## config.mk

```make
export PLATFORM = sky130hd
export DESIGN_NAME = output_fault_supervisor
export DESIGN_NICKNAME = d
export VERILOG_FILES = /design/src/include/ofs_pkg.sv /design/src/output_fault_supervisor.sv
export SDC_FILE = /design/constraint.sdc
export NUM_CORES = 1
export LEC_CHECK = 0
export BUFFER_PORTS_ARGS = -buffer_cell sky130_fd_sc_hd__buf_2
export CORE_MARGIN = 10
export CORE_UTILIZATION = 52
export CTS_CLUSTER_SIZE = 40
export DETAILED_ROUTE_END_ITERATION = 10
export PLACE_DENSITY_LB_ADDON = 0.12
export SYNTH_ARGS = -nofsm -noshare
export SYNTH_HDL_FRONTEND = slang
export SYNTH_SLANG_ARGS = --single-unit
```

## constraint.sdc

```tcl
create_clock -name clk -period 5.6 [get_ports clk]
set_input_delay 0.28 -clock clk [delete_from_list [all_inputs] [get_ports clk]]
set_output_delay 0.28 -clock clk [all_outputs]
set_load 0.005 [all_outputs]
```

## src/include/ofs_pkg.sv

```systemverilog
package ofs_pkg;

    localparam int unsigned CLK_MHZ          = 200;
    localparam int unsigned PHASES           = 4;
    localparam int unsigned VW               = 12;
    // Millivolt window thresholds
    localparam logic [VW-1:0] OV_MARGIN_MV   = 12'h0fa;
    localparam logic [VW-1:0] UV_MARGIN_MV   = 12'h15e;
    // Event counter latch threshold and decrement period in PWM cycles
    localparam int unsigned OV_LATCH_COUNT   = 16;
    localparam int unsigned OV_DEC_PWM_CYC   = 4096;
    localparam int unsigned OV_DEC_TICKS     = OV_DEC_PWM_CYC * 8;
    // Power-good stretch after overvoltage ends
    localparam int unsigned PG_HOLD_US       = 500;
    localparam int unsigned PG_HOLD_CYC      = PG_HOLD_US * CLK_MHZ;
    // Slew rates in uV per us; one millivolt step per interval
    localparam int unsigned SS_RATE_UV_US    = 800;
    localparam int unsigned DVID_RATE_UV_US  = 3250;
    localparam int unsigned SS_STEP_CYC      = (1000 * CLK_MHZ) / SS_RATE_UV_US;
    localparam int unsigned DVID_STEP_CYC    = (1000 * CLK_MHZ) / DVID_RATE_UV_US;

    typedef struct packed {
        logic [PHASES-1:0] pwm_low;
        logic [PHASES-1:0] pwm_hiz;
        logic              bridge_pwm_low;
        logic              bridge_pwm_hiz;
    } pwm_ctl_t;

    typedef struct packed {
        logic core_ocp;
        logic bridge_ocp;
        logic uvlo_5v;
        logic uvlo_12v;
    } fault_in_t;

    typedef enum logic [1:0] {
        ST_OFF   = 2'b00,
        ST_SOFT  = 2'b01,
        ST_RUN   = 2'b10,
        ST_LATCH = 2'b11
    } seq_state_t;

endpackage : ofs_pkg

```

## src/output_fault_supervisor.sv

```systemverilog
// Functional notes
// RL1: Output 250 mV above target: power good low, PWM low, core driver stays on.
// RL2: Each new overvoltage event increments the event counter by one.
// RL3: Counter reaching threshold latches overvoltage until reset or enable cycle; the code also clears it on supply lockout.
// RL4: Overvoltage clearing before latch resumes normal PWM operation.
// RL5: Eight-times-PWM tick decrements the counter every 4096 PWM cycles.
// RL6: Output 350 mV below target holds power good low only.
// RL7: Start-up ramps core target to boot code at 0.8 mV/us; bridge only serial.
// RL8: After system power ok, new codes slew the target at 3.25 mV/us.
// RL9: Per-phase current limit forces only that phase low.
// RL10: Infrequent overvoltage: PWM low while present, power good stretched 500 us.
// RL11: Frequent overvoltage latches PWM and power good low, drivers unaffected.
// RL12: Supply undervoltage: PWM high-Z, power good and drivers low till recovery.
// RL13: Core driver enable held low: power good low, core target 0 V, pull-up.
// RL14: Bridge driver enable held low: power good low, bridge target 0 V, pull-up.
// RL15: Enable low: PWM high-Z, power good and drivers low; no phase re-sample.
// RL16: Global overcurrent latches and pulls outputs and soft-start low.
// RL17: Per-phase trip acts cycle by cycle, never drops core driver enable.
// RL18: Core or bridge overcurrent: PWM high-Z, latch power good, drivers low.
// RL19: Latch threshold is a parameter.
`timescale 1ns/100ps
`default_nettype none
module output_fault_supervisor #(
    parameter int unsigned OV_LATCH    = ofs_pkg::OV_LATCH_COUNT,
    parameter int unsigned PG_HOLD     = ofs_pkg::PG_HOLD_CYC,
    parameter int unsigned PWM_DIV     = 75
) (
    input  wire logic                         clk,
    input  wire logic                         resetn,
    input  wire logic                         enable,
    input  wire logic                         system_power_ok,
    input  wire logic                         serial_voltage_code_mode,
    input  wire logic [ofs_pkg::VW-1:0]       core_vout_mv,
    input  wire logic [ofs_pkg::VW-1:0]       bridge_vout_mv,
    input  wire logic [ofs_pkg::VW-1:0]       boot_code_mv,
    input  wire logic [ofs_pkg::VW-1:0]       core_code_mv,
    input  wire logic [ofs_pkg::VW-1:0]       bridge_code_mv,
    input  wire logic [ofs_pkg::PHASES-1:0]   phase_trip,
    input  wire logic [ofs_pkg::PHASES-1:0]   phase_strap,
    input  wire ofs_pkg::fault_in_t           faults,
    input  wire logic                         core_driver_enable_in,
    input  wire logic                         bridge_driver_enable_in,
    output var  ofs_pkg::pwm_ctl_t            pwm_ctl,
    output logic                              power_good_out,
    output logic                              core_driver_enable,
    output logic                              core_driver_enable_oe,
    output logic                              core_pullup_en,
    output logic                              bridge_driver_enable,
    output logic                              bridge_driver_enable_oe,
    output logic                              bridge_pullup_en,
    output logic [ofs_pkg::VW-1:0]            core_target_mv,
    output logic [ofs_pkg::VW-1:0]            bridge_target_mv,
    output logic [ofs_pkg::PHASES-1:0]        phase_active
);
    localparam logic [15:0] DEC_TICKS = 16'(ofs_pkg::OV_DEC_TICKS);
    localparam logic [4:0]  OV_TH     = 5'(OV_LATCH);
    localparam logic [18:0] PG_HOLD_W = 19'(PG_HOLD);
    localparam logic [7:0]  DIV_W     = 8'(PWM_DIV - 1);
    localparam logic [7:0]  SS_W      = 8'(ofs_pkg::SS_STEP_CYC - 1);
    localparam logic [7:0]  DV_W      = 8'(ofs_pkg::DVID_STEP_CYC - 1);

    function automatic logic [ofs_pkg::VW-1:0] slew(input logic [ofs_pkg::VW-1:0] cur,
                                                    input logic [ofs_pkg::VW-1:0] tgt);
        if (cur < tgt) begin
            slew = cur + 12'h001;
        end else if (cur > tgt) begin
            slew = cur - 12'h001;
        end else begin
            slew = cur;
        end
    endfunction : slew

    ofs_pkg::seq_state_t state_ff;
    ofs_pkg::seq_state_t nxt_state;
    logic [4:0]  ov_cnt_ff;
    logic        ov_prev_ff;
    logic        ov_latch_ff;
    logic        ocp_latch_ff;
    logic        straps_taken_ff;
    logic [18:0] pg_hold_ff;
    logic [7:0]  div_ff;
    logic [15:0] dec_ff;
    logic [7:0]  step_ff;

    // Comparisons against the present target
    wire [12:0] ov_lim    = {1'b0, core_target_mv} + {1'b0, ofs_pkg::OV_MARGIN_MV};
    wire        ov_now    = {1'b0, core_vout_mv} >= ov_lim;                              // RL1
    wire        uv_now    = {1'b0, core_vout_mv} + {1'b0, ofs_pkg::UV_MARGIN_MV}
                            < {1'b0, core_target_mv};                                    // RL6
    wire        ov_rise   = ov_now && !ov_prev_ff && state_ff == ofs_pkg::ST_RUN;        // RL2
    wire        uvlo      = faults.uvlo_5v || faults.uvlo_12v;                           // RL12
    wire        ocp_now   = faults.core_ocp || faults.bridge_ocp;                        // RL16
    wire        core_ext  = !core_driver_enable_in && core_driver_enable;                // RL13
    wire        brg_ext   = !bridge_driver_enable_in && bridge_driver_enable;            // RL14
    wire        ext_low   = core_ext || brg_ext;
    wire        shutdown  = uvlo || !enable;                                             // RL15
    wire        pwm_tick  = div_ff == DIV_W;                                             // RL5
    wire        dec_tick  = pwm_tick && dec_ff == DEC_TICKS - 16'h0001;                  // RL5
    // Compare with >= so a rate switch never waits for the counter to wrap
    wire        step_tick = step_ff >= (system_power_ok && state_ff == ofs_pkg::ST_RUN
                                       ? DV_W : SS_W);
    wire        cnt_hit   = ov_rise && (ov_cnt_ff + 5'h01 >= OV_TH);                    // RL3 RL11 RL19
    wire [ofs_pkg::VW-1:0] core_goal = (ext_low) ? '0 :
                           (state_ff == ofs_pkg::ST_RUN && system_power_ok)
                           ? core_code_mv : boot_code_mv;                                // RL7 RL8 RL13
    wire [ofs_pkg::VW-1:0] brg_goal  = (ext_low || !serial_voltage_code_mode) ? '0 :
                           (state_ff == ofs_pkg::ST_RUN && system_power_ok)
                           ? bridge_code_mv : boot_code_mv;                              // RL7 RL14
    wire        ramp_done = core_target_mv == core_goal && bridge_target_mv == brg_goal;
    wire        pg_ok     = state_ff == ofs_pkg::ST_RUN && !ov_now && !uv_now && !ext_low
                            && pg_hold_ff == '0 && !shutdown;                            // RL10

    always_comb begin
        nxt_state = state_ff;
        unique case (state_ff)
            ofs_pkg::ST_OFF:   nxt_state = shutdown ? ofs_pkg::ST_OFF : ofs_pkg::ST_SOFT;
            ofs_pkg::ST_SOFT:  nxt_state = ramp_done && !ext_low ? ofs_pkg::ST_RUN
                                                                 : ofs_pkg::ST_SOFT;
            ofs_pkg::ST_RUN:   nxt_state = (ocp_now || cnt_hit) ? ofs_pkg::ST_LATCH
                                         : ext_low ? ofs_pkg::ST_SOFT : ofs_pkg::ST_RUN; // RL13
            ofs_pkg::ST_LATCH: nxt_state = ofs_pkg::ST_LATCH;
        endcase
        if (shutdown) begin
            nxt_state = ofs_pkg::ST_OFF;                                                 // RL3 RL18
        end
    end

    always_ff @(posedge clk) begin
        if (!resetn) begin
            state_ff <= ofs_pkg::ST_OFF;
            div_ff   <= '0;
            dec_ff   <= '0;
            step_ff  <= '0;
        end else begin
            state_ff <= nxt_state;
            div_ff   <= pwm_tick ? 8'h00 : div_ff + 8'h01;
            dec_ff   <= !pwm_tick ? dec_ff : (dec_tick ? 16'h0000 : dec_ff + 16'h0001);
            step_ff  <= step_tick ? 8'h00 : step_ff + 8'h01;
        end
    end

    // Event counter; a new event in the decrement cycle nets to no change unless the count is zero
    always_ff @(posedge clk) begin
        if (!resetn || shutdown) begin
            ov_cnt_ff  <= '0;
            ov_prev_ff <= 1'b0;
        end else begin
            ov_prev_ff <= ov_now;
            if (ov_rise && !(dec_tick && ov_cnt_ff != '0)) begin
                ov_cnt_ff <= (ov_cnt_ff == 5'h1f) ? ov_cnt_ff : ov_cnt_ff + 5'h01;       // RL2
            end else if (dec_tick && !ov_rise && ov_cnt_ff != '0) begin
                ov_cnt_ff <= ov_cnt_ff - 5'h01;                                          // RL5
            end
        end
    end

    // Latches persist until enable drops or supplies fail
    always_ff @(posedge clk) begin
        if (!resetn || shutdown) begin
            ov_latch_ff  <= 1'b0;
            ocp_latch_ff <= 1'b0;
        end else begin
            if (cnt_hit) begin
                ov_latch_ff <= 1'b1;                                                     // RL3 RL11
            end
            if (ocp_now && state_ff != ofs_pkg::ST_OFF) begin
                ocp_latch_ff <= 1'b1;                                                    // RL16 RL18
            end
        end
    end

    always_ff @(posedge clk) begin
        if (!resetn) begin
            pg_hold_ff <= '0;
        end else if (ov_now) begin
            pg_hold_ff <= PG_HOLD_W;                                                     // RL10
        end else if (pg_hold_ff != '0) begin
            pg_hold_ff <= pg_hold_ff - 19'h00001;
        end
    end

    // Phase count sampled only at reset release or after supply lockout
    always_ff @(posedge clk) begin
        if (!resetn || uvlo) begin
            straps_taken_ff <= 1'b0;                                                     // RL12
            phase_active    <= '0;
        end else if (!straps_taken_ff) begin
            straps_taken_ff <= 1'b1;
            phase_active    <= phase_strap;                                              // RL15
        end
    end

    always_ff @(posedge clk) begin
        if (!resetn || shutdown || ocp_latch_ff || ocp_now) begin
            core_target_mv   <= '0;                                                      // RL16
            bridge_target_mv <= '0;
        end else if (step_tick) begin
            core_target_mv   <= slew(core_target_mv, core_goal);                         // RL7 RL8
            bridge_target_mv <= slew(bridge_target_mv, brg_goal);
        end
    end

    always_ff @(posedge clk) begin
        if (!resetn) begin
            pwm_ctl                 <= '0;
            power_good_out          <= 1'b0;
            core_driver_enable      <= 1'b0;
            bridge_driver_enable    <= 1'b0;
            core_driver_enable_oe   <= 1'b0;
            bridge_driver_enable_oe <= 1'b0;
            core_pullup_en          <= 1'b0;
            bridge_pullup_en        <= 1'b0;
        end else begin
            // Tri-state wins over forced low
            pwm_ctl.pwm_hiz        <= (shutdown || ocp_latch_ff || ocp_now)
                                      ? '1 : ~phase_active;                              // RL12 RL15 RL18
            pwm_ctl.bridge_pwm_hiz <= shutdown || ocp_latch_ff || ocp_now;
            pwm_ctl.pwm_low        <= (ov_now || ov_latch_ff || cnt_hit)
                                      ? '1 : phase_trip;                                 // RL1 RL4 RL9 RL17
            pwm_ctl.bridge_pwm_low <= ov_now || ov_latch_ff || cnt_hit;                  // RL11
            power_good_out         <= pg_ok && !ov_latch_ff && !ocp_latch_ff && !cnt_hit; // RL6 RL11
            // Drivers are open-drain style: pull low actively, release high
            core_driver_enable      <= !(shutdown || ocp_latch_ff || ocp_now);           // RL1 RL17 RL18
            bridge_driver_enable    <= !(shutdown || ocp_latch_ff || ocp_now);
            core_driver_enable_oe   <= shutdown || ocp_latch_ff || ocp_now;
            bridge_driver_enable_oe <= shutdown || ocp_latch_ff || ocp_now;
            core_pullup_en          <= !core_driver_enable_in && !shutdown;              // RL13
            bridge_pullup_en        <= !bridge_driver_enable_in && !shutdown;            // RL14
        end
    end

endmodule : output_fault_supervisor
`default_nettype wire

```

==> impl_metrics.csv <==
group,metric,value,unit
outcome,status,"finished, final reports clean",
clocking,cts_tree,"done",
yosys,yosys.area.top_type,"dfxtp_1",
pwr,seqPwrFrac,48.0,%
clocking,clkLatencyLatePin,350,ps
global_route,antenna_found_initial,0,
timing,fin_crit_sh,80.7,%
timing,min_period,4520,ps
yosys,synth_ff_type,"dfxtp_1",
floorplan,die_height,135,um
floorplan,ioPinCount,124,
timing,setup_viol,0,
setup_path,cp.required,5870,ps
pwr,p_sw_share,25.6,%
yosys,synth_top_area_share,30.3,%
setup_path,cp-startpoint,"state_ff[0]",
clocking,cts_made_buffers,9,
floorplan,die_x,135,um
setup_path,r2r_slack,1080,ps
setup_path,crit_chain,"nor2_1, and2_1, inv_1, nand2_1, a21o_1, ha_1, a211o_1, o2111ai_1, a31oi_1, a21oi_1, inv_1, fa_1, a21o_1, a21oi_1, o211ai_1, a41oi_1, xnor2_1, nand2_1, a21oi_1",
pwr,power.switching,416,uW
place,dp_hpwl,12300,um
pwr,p_leak,0.00360,uW
yosys,syn_nets,1000,
route,first_iter_violations,229,
pwr,p_int,1210,uW
route,routed_wl,15900,um
layout,final_cell_mix,"buf_2 (111), nand2_1 (108), dfxtp_1 (104)",
pwr,power_frac_clock,38.9,%
setup_path,path_max_fanout,14,
global_route,grt_pass1_vias,5822,
setup_path,crit_path_top_delay_cell,"fa_1",
yosys,synthArstFlopShare,0,%
floorplan,start_util,53.8,%
timing,tightest_slew,963,ps
timing,setup_tns,0,ps
run,maxCapViolCount,0,
layout,area_growth,14.6,%
global_route,grt_start_max_net_pins,27,
layout,layout.nets,1105,
route,drtPass1Iterations,4,
timing,maxSlewHeadroom,35.7,%
yosys,syn_area,0.00687,mm2
timing,drv_slew,0,
global_route,track_usage,17.7,%
place,gp_congestion,0.865,
clocking,clockRootBuffer,"clkbuf_16",
floorplan,dieArea,0.0182,mm2
pwr,pwr-share-comb,13.1,%
route,drc,0,
setup_path,worstSetupPathType,"reg -> reg",
setup_path,end_kind,"flip-flop",
pwr,irDropWorstVdd,0.151,mV
yosys,synth_area_per_cell,8.20,um2
clocking,cts_resized,0,
timing,timing.fmax,221,MHz
yosys,yosysSeqAreaShare,30.3,%
clocking,post_cts_buffers,0,
timing,rsz0062_at_grt,"no",
clocking,htreeDepth,3,
clocking,clock-sinks,104,
setup_path,r2r-end,"bridge_target_mv[10]",
layout,antennaDiodeCount,0,
setup_path,critPathLaunchType,"flip-flop",
route,ant_nets,0,
yosys,synthCells,838,
yosys,synth_seq_cells,104,
yosys,synth_area_leaders,"dfxtp_1 (30%), ha_1 (15%), nand2_1 (5.9%)",
yosys,yosys_warnings,0,
yosys,ys_types,61,
layout,drive_above_1_share,15.1,%
worst_hold_path,hold_path_class,"in -> reg",
setup_path,cp_common_cell,"a21oi_1",
floorplan,coreArea,0.0128,mm2
route,detailroute.via_count,5972,
setup_path,worstPathArrival,4780,ps
setup_path,slowest_delay,470,ps
pwr,power,1620,uW
timing,fin_skew,6.64,ps
clocking,cts.path.max_buffers,2,
layout,final_common_cell,"buf_2",
yosys,synth_edf_count,0,
setup_path,rr_worst_depth,19,
route,via_per_inst,5.33,
global_route,grt_pass1_wl,27100,um
setup_path,critPathCapture,"bridge_target_mv[10]",
timing,finalHoldViolCount,0,
pwr,power-per-cell-area,206,mW/mm2
route,routedWlPerCell,14.2,um
floorplan,fp-row-count,41,
place,io_buffers,111,
setup_path,worst_r2r_startpoint,"state_ff[0]",
clocking,clk_pin_slew,70,ps
clocking,ctsHoldBuffers,0,
global_route,grt-ovfl-total,0,
-- state kept, by name, indices dropped and copies added (netlist names), 2 cells and up --
| signal | count |
|---|---|
| pg_hold_ff | 19 |
| state_ff | 2 |
| div_ff | 8 |
| ov_cnt_ff | 5 |
| bridge_target_mv | 12 |
| phase_active | 4 |
| dec_ff | 16 |
| core_target_mv | 12 |
| step_ff | 8 |
| pwm_ctl | 10 |
-- power groups by stage --
| stage | logic (uW) | clock network (uW) | registers, uW |
|---|---|---|---|
| floorplan | 148 | 0 | 794 |
| global placement | 210 | 0 | 796 |
| detailed placement | 212 | 0 | 797 |
| CTS | 214 | 649 | 780 |
| global route | 244 | 685 | 782 |
| finish | 212 | 632 | 780 |
-- kinds of logic after synthesis --
family,after synthesis,share of synthesized area (%)
compound gates,155,14.4
fa+ha+maj,83,15.3
simple gates,337,23.1
flops,104,30.3
xor+xnor,77,9.82
mux,24,3.50
buf+inv,58,3.46
-- routing by layer --
metal  share of wire, %  vias to the layer above  track usage, %
li1                   -                     3142               -
met1                 48                     2706            22.4
met2                 45                      111            28.4
met3                6.2                       13            6.08
met4               0.75                        0            3.65
met5                  0                        -               0
-- worst min-delay path by stage --
stage                            startpoint               end  slack (ps)  cells past startpoint
CTS                 bridge_driver_enable_in  bridge_pullup_en          80                      2
global route        bridge_driver_enable_in  bridge_pullup_en          70                      2
floorplan           bridge_driver_enable_in  bridge_pullup_en         350                      1
detailed placement               step_ff[0]        step_ff[0]         450                      1
finish              bridge_driver_enable_in  bridge_pullup_en          90                      2
global placement                ov_latch_ff       ov_latch_ff         440                      2
-- cells in the mapped netlist (12+ instances only) --
cell type,instances
a21o_1,20
a21oi_1,50
clkbuf_1,16
dfxtp_1,104
ha_1,81
inv_1,36
mux2i_1,24
nand2_1,108
nand2b_1,12
nand3_1,19
nand4_1,13
nor2_1,103
nor3_1,18
o21ai_0,32
xnor2_1,42
xor2_1,35
-- cell type report --
type	instances	area, um2
Clock buffer	10	229
Clock inverter	6	66.3
Fill cell	1192	4900
Inverter	36	135
Multi-Input combinational cell	676	4550
Sequential cell	104	2080
Tap cell	172	215
Timing Repair Buffer	116	593
-- through the flow --
step	area [um2]	hold slack, ps	setup slack (ps)	utilization (%)	instances
6_report	7870	88.3	1080	61.6	1120
5_1_grt	7870	68.8	761	61.6	1120
3_5_place_dp	7580	449	1120	59.3	1104
2_1_floorplan	6870	352	1160	-	838
3_3_place_gp	7580	440	1130	59.3	1104
4_1_cts	7870	78.1	1100	61.6	1120
-- worst max-delay path: cells and delay by family, from the launching register on --
kind,cells,cell delay [ps]
compound gates,10,1940
xor+xnor,1,150
fa+ha+maj,2,780
buf+inv,2,620
flops,1,410
simple gates,4,540
Note: power is estimated with default switching activity, not from simulation.
